File: config.mk
export PLATFORM = sky130hd
export DESIGN_NAME = swc_sleep_wake
export DESIGN_NICKNAME = d
export VERILOG_FILES = /design/src/verilog/swc_sleep_wake.v
export VERILOG_INCLUDE_DIRS = /design/src /design/src/verilog
export SDC_FILE = /design/constraint.sdc
export NUM_CORES = 1
export LEC_CHECK = 0
export ABC_CLOCK_PERIOD_IN_PS = 2130
export BUFFER_PORTS_ARGS = -buffer_cell sky130_fd_sc_hd__clkbuf_2
export CORE_AREA = 2 2 103 105
export CTS_CLUSTER_SIZE = 14
export DETAILED_ROUTE_END_ITERATION = 6
export DIE_AREA = 0 0 105 107
export PLACE_DENSITY = 0.85
export SETUP_SLACK_MARGIN = 0.1
export SYNTH_ARGS = -nofsm -noshare
export SYNTH_HDL_FRONTEND = slang
export SYNTH_SLANG_ARGS = --single-unit
File: constraint.sdc
create_clock -name hclk -period 2.13 [get_ports hclk]
set_clock_uncertainty 0.1 [all_clocks]
set_input_delay 0.3195 -clock hclk [delete_from_list [all_inputs] [get_ports hclk]]
set_output_delay 0.3195 -clock hclk [all_outputs]
set_load 0.01 [all_outputs]
File: src/verilog/swc_regs.vh
// Register offsets, fields, reset values and timing counts for sleep/wake control
`ifndef SWC_REGS_VH
`define SWC_REGS_VH
// ***********************************
// Register map (byte addresses)
// ***********************************
`define SWC_ADDR_CTRL     12'h000
`define SWC_ADDR_STATUS   12'h004
`define SWC_ADDR_WDT_CNT  12'h008
`define SWC_ADDR_LATCH    12'h00c
// ***********************************
// Control register fields
// ***********************************
`define SWC_CTRL_WDT_EN    0
`define SWC_CTRL_RST_EN    1
`define SWC_CTRL_PIN_EN    2
`define SWC_CTRL_CMP_EN    3
`define SWC_CTRL_RESET     4'h0
// ***********************************
// Status register fields
// ***********************************
`define SWC_ST_PIN_WAKE   7
`define SWC_ST_CMP_WAKE   6
`define SWC_ST_TIMEOUT_N  4
`define SWC_ST_PDOWN_N    3
`define SWC_ST_ASLEEP     0
// ***********************************
// Timing
// ***********************************
`define SWC_CLK_MHZ       250
`define SWC_DRT_NS        10000
`define SWC_DRT_CYCLES    ((`SWC_DRT_NS * `SWC_CLK_MHZ) / 1000)
`define SWC_WDT_DEFAULT   20'h44aa0
`endif

File: src/verilog/swc_sleep_wake.v
// Sleep entry and wake-up control with AHB-Lite register slave
//
// The AHB-Lite slave port and the address map were chosen for this implementation.
`timescale 1ns/1ns
`include "swc_regs.vh"
module swc_sleep_wake #(
   parameter WDT_LIMIT  = `SWC_WDT_DEFAULT,
   parameter DRT_CYCLES = `SWC_DRT_CYCLES,
   parameter PIN_W      = 3
) (
   input  wire             hclk,
   input  wire             hresetn,
   input  wire             hsel,
   input  wire [31:0]      haddr,
   input  wire [1:0]       htrans,
   input  wire             hwrite,
   input  wire [2:0]       hsize,
   input  wire [31:0]      hwdata,
   input  wire             hready,
   output reg  [31:0]      hrdata,
   output wire             hreadyout,
   output wire             hresp,
   input  wire             sleep_instr,
   input  wire             clrwdt_instr,
   input  wire             port_access,
   input  wire [PIN_W-1:0] port_pins,
   input  wire             comparator_out,
   input  wire             external_reset_pin_n,
   input  wire [PIN_W-1:0] port_out_in,
   input  wire [PIN_W-1:0] port_oe_in,
   output reg  [PIN_W-1:0] port_out,
   output reg  [PIN_W-1:0] port_oe,
   output wire             osc_driver_en,
   output wire             cpu_reset,
   output wire             reset_pin_out,
   output wire             reset_pin_oe,
   output reg              wake_pulse,
   output wire             timeout_flag_n,
   output wire             powerdown_flag_n,
   output wire             pin_wake_flag,
   output wire             comparator_wake_flag
);
   // ***********************************
   // Pin synchronisers, three stages
   // ***********************************
   reg [PIN_W+1:0] sync_a;
   reg [PIN_W+1:0] sync_b;
   reg [PIN_W+1:0] sync_c;
   reg [PIN_W+1:0] stable;
   wire [PIN_W+1:0] raw_in = {external_reset_pin_n, comparator_out, port_pins};
   genvar gi;
   generate
      for (gi = 0; gi < PIN_W + 2; gi = gi + 1) begin : g_sync
         always @(posedge hclk or negedge hresetn) begin
            if (!hresetn) begin
               sync_a[gi] <= 1'b1;
               sync_b[gi] <= 1'b1;
               sync_c[gi] <= 1'b1;
               stable[gi] <= 1'b1;
            end else begin
               sync_a[gi] <= raw_in[gi];
               sync_b[gi] <= sync_a[gi];
               sync_c[gi] <= sync_b[gi];
               if (sync_b[gi] == sync_c[gi]) begin
                  stable[gi] <= sync_c[gi];
               end
            end
         end
      end
   endgenerate
   wire [PIN_W-1:0] pins_s = stable[PIN_W-1:0];
   wire             cmp_s  = stable[PIN_W];
   wire             rst_s_n = stable[PIN_W+1];

   // ***********************************
   // Control register and bus slave
   // ***********************************
   reg  [3:0]  ctrl;
   reg         ph_write;
   reg  [11:0] ph_addr;
   reg         asleep;
   reg         to_n;
   reg         pd_n;
   reg         pin_flag;
   reg         cmp_flag;
   reg  [19:0] wdt_cnt;
   reg  [PIN_W-1:0] pin_latch;
   reg         cmp_latch;
   reg  [15:0] drt_cnt;
   wire wdt_en = ctrl[`SWC_CTRL_WDT_EN];
   wire rst_en = ctrl[`SWC_CTRL_RST_EN];
   wire pin_en = ctrl[`SWC_CTRL_PIN_EN];
   wire cmp_en = ctrl[`SWC_CTRL_CMP_EN];
   wire addr_ok = hsel & hready & htrans[1];
   assign hreadyout = 1'b1;
   assign hresp     = 1'b0;

   function [31:0] rd_mux;
      input [11:0] a;
      begin
         case (a)
            `SWC_ADDR_CTRL:    rd_mux = {28'h0, ctrl};
            `SWC_ADDR_STATUS:  rd_mux = {24'h0, pin_flag, cmp_flag, 1'b0,
                                         to_n, pd_n, 2'b00, asleep};
            `SWC_ADDR_WDT_CNT: rd_mux = {12'h000, wdt_cnt};
            `SWC_ADDR_LATCH:   rd_mux = {{(32-PIN_W-1){1'b0}}, cmp_latch,
                                         pin_latch};
            default:           rd_mux = 32'h0;
         endcase
      end
   endfunction

   always @(posedge hclk or negedge hresetn) begin
      if (!hresetn) begin
         ph_write <= 1'b0;
         ph_addr  <= 12'h000;
         hrdata   <= 32'h0;
      end else begin
         ph_write <= addr_ok & hwrite;
         ph_addr  <= haddr[11:0];
         hrdata   <= (addr_ok & !hwrite) ? rd_mux(haddr[11:0]) : 32'h0;
      end
   end

   always @(posedge hclk or negedge hresetn) begin
      if (!hresetn) begin
         ctrl <= `SWC_CTRL_RESET;
      end else if (ph_write && ph_addr == `SWC_ADDR_CTRL) begin
         ctrl <= hwdata[3:0];
      end
   end

   // ***********************************
   // Wake detection
   // ***********************************
   wire wdt_timeout = wdt_en && (wdt_cnt >= WDT_LIMIT[19:0] - 20'h1);
   wire rst_wake    = rst_en && !rst_s_n;
   wire pin_change  = pin_en && (pins_s != pin_latch);
   wire cmp_change  = cmp_en && (cmp_s != cmp_latch);
   wire wake = asleep && (rst_wake || wdt_timeout || pin_change
                          || cmp_change);
   wire sleep_go = sleep_instr && !asleep && (drt_cnt == 16'h0);

   // ***********************************
   // Sleep state and flags
   // ***********************************
   always @(posedge hclk or negedge hresetn) begin
      if (!hresetn) begin
         asleep     <= 1'b0;
         to_n       <= 1'b1;
         pd_n       <= 1'b1;
         pin_flag   <= 1'b0;
         cmp_flag   <= 1'b0;
         wake_pulse <= 1'b0;
         port_out   <= {PIN_W{1'b0}};
         port_oe    <= {PIN_W{1'b0}};
      end else begin
         wake_pulse <= wake;
         if (sleep_go) begin
            asleep   <= 1'b1;
            to_n     <= 1'b1;
            pd_n     <= 1'b0;
            pin_flag <= 1'b0;
            cmp_flag <= 1'b0;
            port_out <= port_out_in;
            port_oe  <= port_oe_in;
         end else if (wake) begin
            asleep   <= 1'b0;
            pin_flag <= pin_change;
            cmp_flag <= cmp_change;
         end else if (!asleep) begin
            port_out <= port_out_in;
            port_oe  <= port_oe_in;
         end
         if (wdt_timeout) begin
            to_n <= 1'b0;
         end
      end
   end

   // ***********************************
   // Pin latch, updated on port access; comparator latch, updated on every awake cycle
   // ***********************************
   always @(posedge hclk or negedge hresetn) begin
      if (!hresetn) begin
         pin_latch <= {PIN_W{1'b1}};
         cmp_latch <= 1'b1;
      end else begin
         if (port_access && !asleep) begin
            pin_latch <= pins_s;
         end
         if (!asleep) begin
            cmp_latch <= cmp_s;
         end
      end
   end

   // ***********************************
   // Watchdog counter
   // ***********************************
   always @(posedge hclk or negedge hresetn) begin
      if (!hresetn) begin
         wdt_cnt <= 20'h0;
      end else if (sleep_go || wake || wdt_timeout
                   || clrwdt_instr || !wdt_en) begin
         wdt_cnt <= 20'h0;
      end else begin
         wdt_cnt <= wdt_cnt + 20'h1;
      end
   end

   // ***********************************
   // Device reset timer
   // ***********************************
   always @(posedge hclk or negedge hresetn) begin
      if (!hresetn) begin
         drt_cnt <= 16'h0;
      end else if (wake || (!asleep && (wdt_timeout || rst_wake))) begin
         drt_cnt <= DRT_CYCLES[15:0];
      end else if (drt_cnt != 16'h0) begin
         drt_cnt <= drt_cnt - 16'h1;
      end
   end

   assign cpu_reset     = (drt_cnt != 16'h0) || rst_wake;
   assign osc_driver_en = !asleep;
   assign reset_pin_out = 1'b0;
   assign reset_pin_oe  = 1'b0;
   assign timeout_flag_n       = to_n;
   assign powerdown_flag_n     = pd_n;
   assign pin_wake_flag        = pin_flag;
   assign comparator_wake_flag = cmp_flag;
endmodule // swc_sleep_wake

==> out/qor.yml, run 1 <==
floorplan:
  dieHeight_um: 107
  start_util_pct: 45.1
  die_area_mm2: 0.0112
  ios: 137
  die_x_um: 105
  rows: 37
  core_mm2: 0.0101
synth:
  ys_seq_elements: 109
  yosysTopAreaCell: "dfrtp_1"
  ys_warn_count: 0
  synth_top_area_share_pct: 45.7
  synth.distinct_cells: 54
  synthArstFlopShare_pct: 100
  yosysSeqAreaShare_pct: 60.7
  synth_area_leaders: "dfrtp_1, dfstp_2, nor2_1"
  synth-edff-count: 0
  syn_avg_cell_area_um2: 12.0
  syn_inst: 380
  netlist_area_mm2: 0.00455
  ys.flop_type: "dfrtp_1"
final_layout:
  drive_gt1_share_pct: 42.5
  area_delta_synth_final_pct: 31.2
  nets: 610
  utilization_pct: 59.1
  antenna_cells: 0
setup_path:
  crit_required_ns: 2.27
  r2r-end: "drt_cnt[7]"
  r2r_start: "wdt_cnt[14]"
  crit_chain: "or4_4 > a21oi_2 > o22ai_2 > a2111o_1 > or3b_1"
  cp_slowest_stage_delay_ns: 0.54
  crit_type: "flop to flop"
  r2r_setup_slack_ns: -0.16
  cp_slowest_cell: "or4_4"
  end_kind: "flop"
  cp-start-kind: "flop"
  path_buf_inv: 0
  crit_arrival_ns: 2.43
  r2r_cells: 5
  critPathTopFamily: "simple AND/OR/NAND/NOR gates"
  critPathMaxFanout: 4
run:
  drv_cap: 0
sta:
  tns_ns: -2.83
  rsz0062_at_grt: "true"
  whs_ns: 0.0622
  postLayoutSetupSlackWorst_ns: -0.156
  max_freq_mhz: 437
  period_share_pct: 107
  final_hold_viol_count: 0
  maxSlewViolCount: 0
  fin_crit_ns: 2.29
  setup_viol: 34
clocking:
  numCtsBuffers: 9
  cts_tree: "done"
  cts.clk_slew.worst_paths_ns: 0.10
  cts_buffer_depth: 2
  clock_latency_ns: 0.36
  cts.root.buffer_cell: "clkbuf_8"
  h-tree-depth: 3
  clkSinkCount: 109
grt:
  grt_start_max_net_pins: 62
  grt_overflow: 0
  first_global_vias: 3322
  grtUsageTotal_pct: 17.9
  grt_pass1_wl_mm: 15.8
  antenna_found_initial: 0
min_path:
  hold_path_depth: 3
  whs_endpoint: "ph_write"
  min_from: "hwrite"
  hp-class: "input port to flop"
power:
  power.share.clock_pct: 29.9
  power_density_mw_per_mm2: 711
  p_leak_nw: 2.70
  ir_drop_mv: 0.397
  seq_power_share_pct: 53.8
  p_sw_share_pct: 25.2
  switchingPower_mw: 1.07
  intPower_mw: 3.17
  design_power_total_mw: 4.24
  p_comb_share_pct: 16.4
drt:
  routed_wl_mm: 9.77
  viasPerCell: 5.00
  dr.first_iter.drc_count: 180
  drtAntennaViolNets: 0
  via_count: 3302
  drc: 0
  routedWlPerCell_um: 14.8
  first_pass_iters: 5
placement:
  pre_cts_slack_ns: -0.151
  post-dp-hpwl_mm: 6.74
  io_buffers: 68
  gp_congestion: 0.894
outcome:
  violations: "setup timing"
  status: "complete, but fails checks"
## cell type report
type	count	area (µm²)
timing repair buffer	139	965
sequential	109	2760
clock buffer	11	151
tap	136	170
multi-input combinational	251	1820
clock inverter	5	56.3
inverter	10	37.5
fill	822	4130
## logic make-up after synthesis
kind of cell | after synthesis | share of synthesized area, %
AND/OR/NAND/NOR | 147 | 17.0
flip-flops | 109 | 60.7
buffers and inverters | 35 | 4.62
AO/OA/AOI/OAI | 30 | 4.71
XOR/XNOR | 29 | 5.59
multiplexers | 21 | 5.56
adder cells (fa/ha/maj) | 7 | 1.65
other | 2 | 0.165
## synth_stat cells, types with 8 or more instances
library cell  instances
xor2_1               17
buf_4                16
nand2_1              14
dfrtp_1              83
nand3_1              10
inv_1                10
nor4_1                8
and2_1               14
dfstp_2              26
nor3_1               11
nor2_1               48
xnor2_1              12
mux2_2               14
## state kept, by name, indices dropped and copies added (netlist names)
signal and cells:
ctrl 4, rst_s_n 1, ph_addr 12, ph_write 1
cmp_latch 1, pin_latch 3, comparator_wake_flag 1, wake_pulse 1
drt_cnt 16, pin_wake_flag 1, asleep 1, sync_c 5
cmp_s 1, sync_a 5, pins_s 3, port_out 3
sync_b 5, powerdown_flag_n 1, port_oe 3, timeout_flag_n 1
wdt_cnt 20, hrdata 20
## per-layer routing
metal / vias to the layer above / GRT usage, % / part of all wire (%)
met5: - / 0 / 0
met4: 0 / 7.33 / 2.0
met3: 12 / 3.10 / 5.5
met2: 111 / 31.6 / 52
met1: 1627 / 21.7 / 40
li1: 1552 / - / -
## worst min-delay path: stages
cell and delay, ns:
clkbuf_2 0.09, inv_1 0.04, nor2_1 0.04
## placed cells by master (no fill, tap or decap), types with 3 or more instances in the layout
cell,synthesis,final
a21oi_1,6,5
a22oi_1,3,3
a31oi_1,3,3
and2_1,14,14
and3_1,7,7
buf_12,0,3
buf_4,16,50
buf_6,1,3
clkbuf_2,0,67
clkbuf_8,0,11
conb_1,2,17
dfrtp_1,83,82
dfstp_2,26,26
dlygate4sd3_1,0,16
inv_1,10,10
maj3_1,5,5
mux2_2,14,14
mux2i_1,5,5
nand2_1,14,14
nand2b_1,3,3
nand3_1,10,10
nand4_1,7,7
nor2_1,48,31
nor2_2,0,11
nor2_4,0,6
nor2b_1,7,7
nor3_1,11,10
nor4_1,8,5
or4_4,0,4
xnor2_1,12,12
xor2_1,17,16
## power groups by stage
stage | Clock (mW) | Sequential, mW | Combinational (mW)
after CTS | 1.30 | 2.28 | 0.650
after floorplan | 0 | 2.32 | 0.307
after global placement | 0 | 2.30 | 0.558
after global routing | 1.39 | 2.29 | 0.762
final | 1.27 | 2.28 | 0.694
after detailed placement | 0 | 2.31 | 0.582
## worst max path at each step
stage,to,startpoint,slack (ns),cells past startpoint
after floorplan,drt_cnt[11],wdt_cnt[17],-0.02,5
after global placement,drt_cnt[2],wdt_cnt[1],-0.14,7
after detailed placement,drt_cnt[2],wdt_cnt[1],-0.15,7
after CTS,drt_cnt[7],wdt_cnt[14],-0.18,5
after global routing,drt_cnt[7],wdt_cnt[14],-0.22,5
final,drt_cnt[7],wdt_cnt[14],-0.16,5
## what timing repair did
item                                   CTS  global route
pin swaps                               16             6
setup endpoints to repair               38            40
gates resized for setup                 27            19
hold buffers                            16             0
setup buffers                            2             6
endpoints found under the hold margin   29             0
## through the flow
step	area [µm²]	instances
2_1_floorplan	4650	395
3_3_place_gp	5360	621
3_5_place_dp	5360	621
4_1_cts	5850	655
5_1_grt	5970	661
6_report	5970	661
Note: power is estimated with default switching activity, not from simulation.
==> run 2: changes to the inputs <==
SETUP_SLACK_MARGIN = 0.2   (was 0.1)
==> run 2 against run 1 <==
  * Core utilization rose by 0.087 points
  * Via count fell by 0.18%
  * Sequential power is 2% higher
  * The flow still finishes with violations (setup timing)
  * Critical path depth rose by 2
  * Worst setup slack better by 0.053 ns
  * Critical path type unchanged
  * Combinational power down 4.5%
  * Register-to-register slack better by 0.05 ns
  * First-iteration DRC count fell by 24%
  * Maximum frequency grew 2.4%
  * Clock-buffer cell count fell by 1
  * Highest routed layer unchanged
  * Routed wire length grew 1.8%
  * Worst hold slack improved by 0.013 ns
==> out/qor.yml, run 2 (synthesis results as in run 1) <==
setup_path:
  crit_required_ns: 2.32  # was 2.27 ns
  end_kind: "flop"  # unchanged
  r2r_start: "wdt_cnt[14]"  # unchanged
  crit_type: "flop to flop"  # unchanged
  r2r_cells: 7  # was 5
  cp-start-kind: "flop"  # unchanged
  startpoint: "wdt_cnt[14]"  # unchanged
  critPathMaxFanout: 10  # was 4
  crit_arrival_ns: 2.42  # was 2.43 ns
final_layout:
  antenna_cells: 0  # unchanged
  final_common_cell: "dfrtp_1"  # unchanged
  nets: 600  # was 610
  fillers: 812  # was 822
  area_delta_synth_final_pct: 31.4  # was 31.2%
  final_cell_mix: "dfrtp_1, clkbuf_2, buf_4, nor2_1, dfstp_2"  # unchanged
  top_regs: "hrdata x20, wdt_cnt x20, drt_cnt x16"  # unchanged
  drive_gt1_share_pct: 42.3  # was 42.5%
sta:
  max_freq_mhz: 448  # was 437 MHz
  slew-limit-headroom_pct: 61.2
  maxSlewViolCount: 0  # unchanged
  whs_ns: 0.0749  # was 0.0622 ns
  postLayoutSetupSlackWorst_ns: -0.103  # was -0.156 ns
  rsz0062_at_grt: "true"  # unchanged
  final_hold_viol_count: 0  # unchanged
  period_share_pct: 105  # was 107%
  fin_crit_ns: 2.23  # was 2.29 ns
  worst_slew_pin_slew_ns: 0.568
  setup_viol: 30  # was 34
clocking:
  clkSinkCount: 109  # unchanged
  cts_tree: "done"  # unchanged
  cts.root.buffer_cell: "clkbuf_8"  # unchanged
  numCtsBuffers: 9  # unchanged
  cts.clk_slew.worst_paths_ns: 0.12  # was 0.10 ns
  clock_latency_ns: 0.37  # was 0.36 ns
  h-tree-depth: 3  # unchanged
  cts_buffer_depth: 2  # unchanged
outcome:
  status: "complete, but fails checks"  # unchanged
  violations: "setup timing"  # unchanged
power:
  p_leak_nw: 2.67  # was 2.70 nW
  design_power_total_mw: 4.20  # was 4.24 mW
  ir_drop_mv: 0.430  # was 0.397 mV
  power_density_mw_per_mm2: 703  # was 711 mW/mm²
min_path:
  hp-class: "input port to flop"  # unchanged
  hold_path_depth: 2  # was 3
  min_from: "port_oe_in[0]"  # was hwrite
floorplan:
  dieHeight_um: 107  # unchanged
  rows: 37  # unchanged
  start_util_pct: 45.1  # unchanged
  ios: 137  # unchanged
  core_mm2: 0.0101  # unchanged
  die_area_mm2: 0.0112  # unchanged
  die_x_um: 105  # unchanged
grt:
  first_global_vias: 3319  # was 3322
  antenna_found_initial: 0  # unchanged
  grt_pass1_wl_mm: 15.6  # was 15.8 mm
  grt_overflow: 0  # unchanged
  grt_start_max_net_pins: 46  # was 62
  grtUsageTotal_pct: 17.5  # was 17.9%
placement:
  gp_congestion: 0.822  # was 0.894
  pre_cts_slack_ns: -0.109  # was -0.151 ns
  io_buffers: 68  # unchanged
  post-dp-hpwl_mm: 6.54  # was 6.74 mm
drt:
  first_pass_iters: 4  # was 5
  viasPerCell: 5.06  # was 5.00
  drtAntennaViolNets: 0  # unchanged
  dr.first_iter.drc_count: 136  # was 180
  routedWlPerCell_um: 15.3  # was 14.8 µm
  drc: 0  # unchanged
  via_count: 3296  # was 3302
  routed_wl_mm: 9.94  # was 9.77 mm
run:
  drv_cap: 0  # unchanged
run 2: cell count changes in the layout (fill, tap and decap cells not counted), sizes merged:
| cell | previous run | this run |
|---|---|---|
| inv | 11 | 12 |
| clkinv | 2 | 4 |
| clkbuf | 78 | 77 |
| clkinvlp | 1 | 0 |
| buf | 56 | 46 |
| bufinv | 1 | 0 |
run 2: what timing repair did:
| item | in CTS | in global routing |
|---|---|---|
| cloned | 1 | 0 |
| setup endpoints to repair | 39 | 55 |
| pin swaps | 13 | 8 |
| hold buffers | 16 | 0 |
| endpoints found under the hold margin | 49 | 0 |
| buffers inserted | 8 | 3 |
| gates resized for setup | 30 | 33 |
run 2: area by class of cell:
cell class | count | area, µm² | share of cell area (%)
clock buffers | 10 | 138 | 2.30
clock inverters | 6 | 67.6 | 1.13
inverters | 10 | 37.5 | 0.628
multi-input cells | 251 | 1910 | 32.0
flip-flops and latches | 109 | 2760 | 46.2
well taps | 136 | 170 | 2.85
repair buffers | 129 | 891 | 14.9
run 2: worst max-delay path: stages (launching register included):
cell	delay (ns)
dfrtp_1	0.40
or4_4	0.53
a21oi_2	0.16
o22ai_2	0.11
buf_4	0.15
or4_4	0.45
buf_8	0.17
nor2_1	0.09
run 2: final timing paths:
kind,to,slack [ns]
max reg2reg,wdt_cnt[5],-0.10
min,port_oe[0],0.07
min in group asynchronous,comparator_wake_flag,0.36
min reg2reg,sync_b[2],0.26
max,wdt_cnt[5],-0.10
max in group asynchronous,drt_cnt[7],0.82
run 2: metrics by stage:
step | utilization [%] | std cells | TNS [ns] | instance area, µm²
after floorplan | - | 395 | -0.0360 | 4660
after global placement | 51.9 | 607 | -1.71 | 5240
after detailed placement | 51.9 | 607 | -2.06 | 5240
after CTS | 57.4 | 648 | -1.58 | 5790
after global routing | 59.2 | 651 | -3.98 | 5970
final | 59.2 | 651 | -2.09 | 5970
run 2: routing by layer:
metal	track usage [%]	up-vias	part of all wire, %
met2	28.8	105	52
met5	0	-	0
li1	-	1541	-
met4	7.33	0	1.7
met1	22.6	1635	42
met3	3.65	15	4.6
run 2: report_power, final:
group	leakage [nW]	switching (mW)	total (mW)	internal [mW]
Combinational	1.22	0.338	0.663	0.325
Sequential	1.34	0.111	2.32	2.21
Clock	0.103	0.732	1.22	0.490
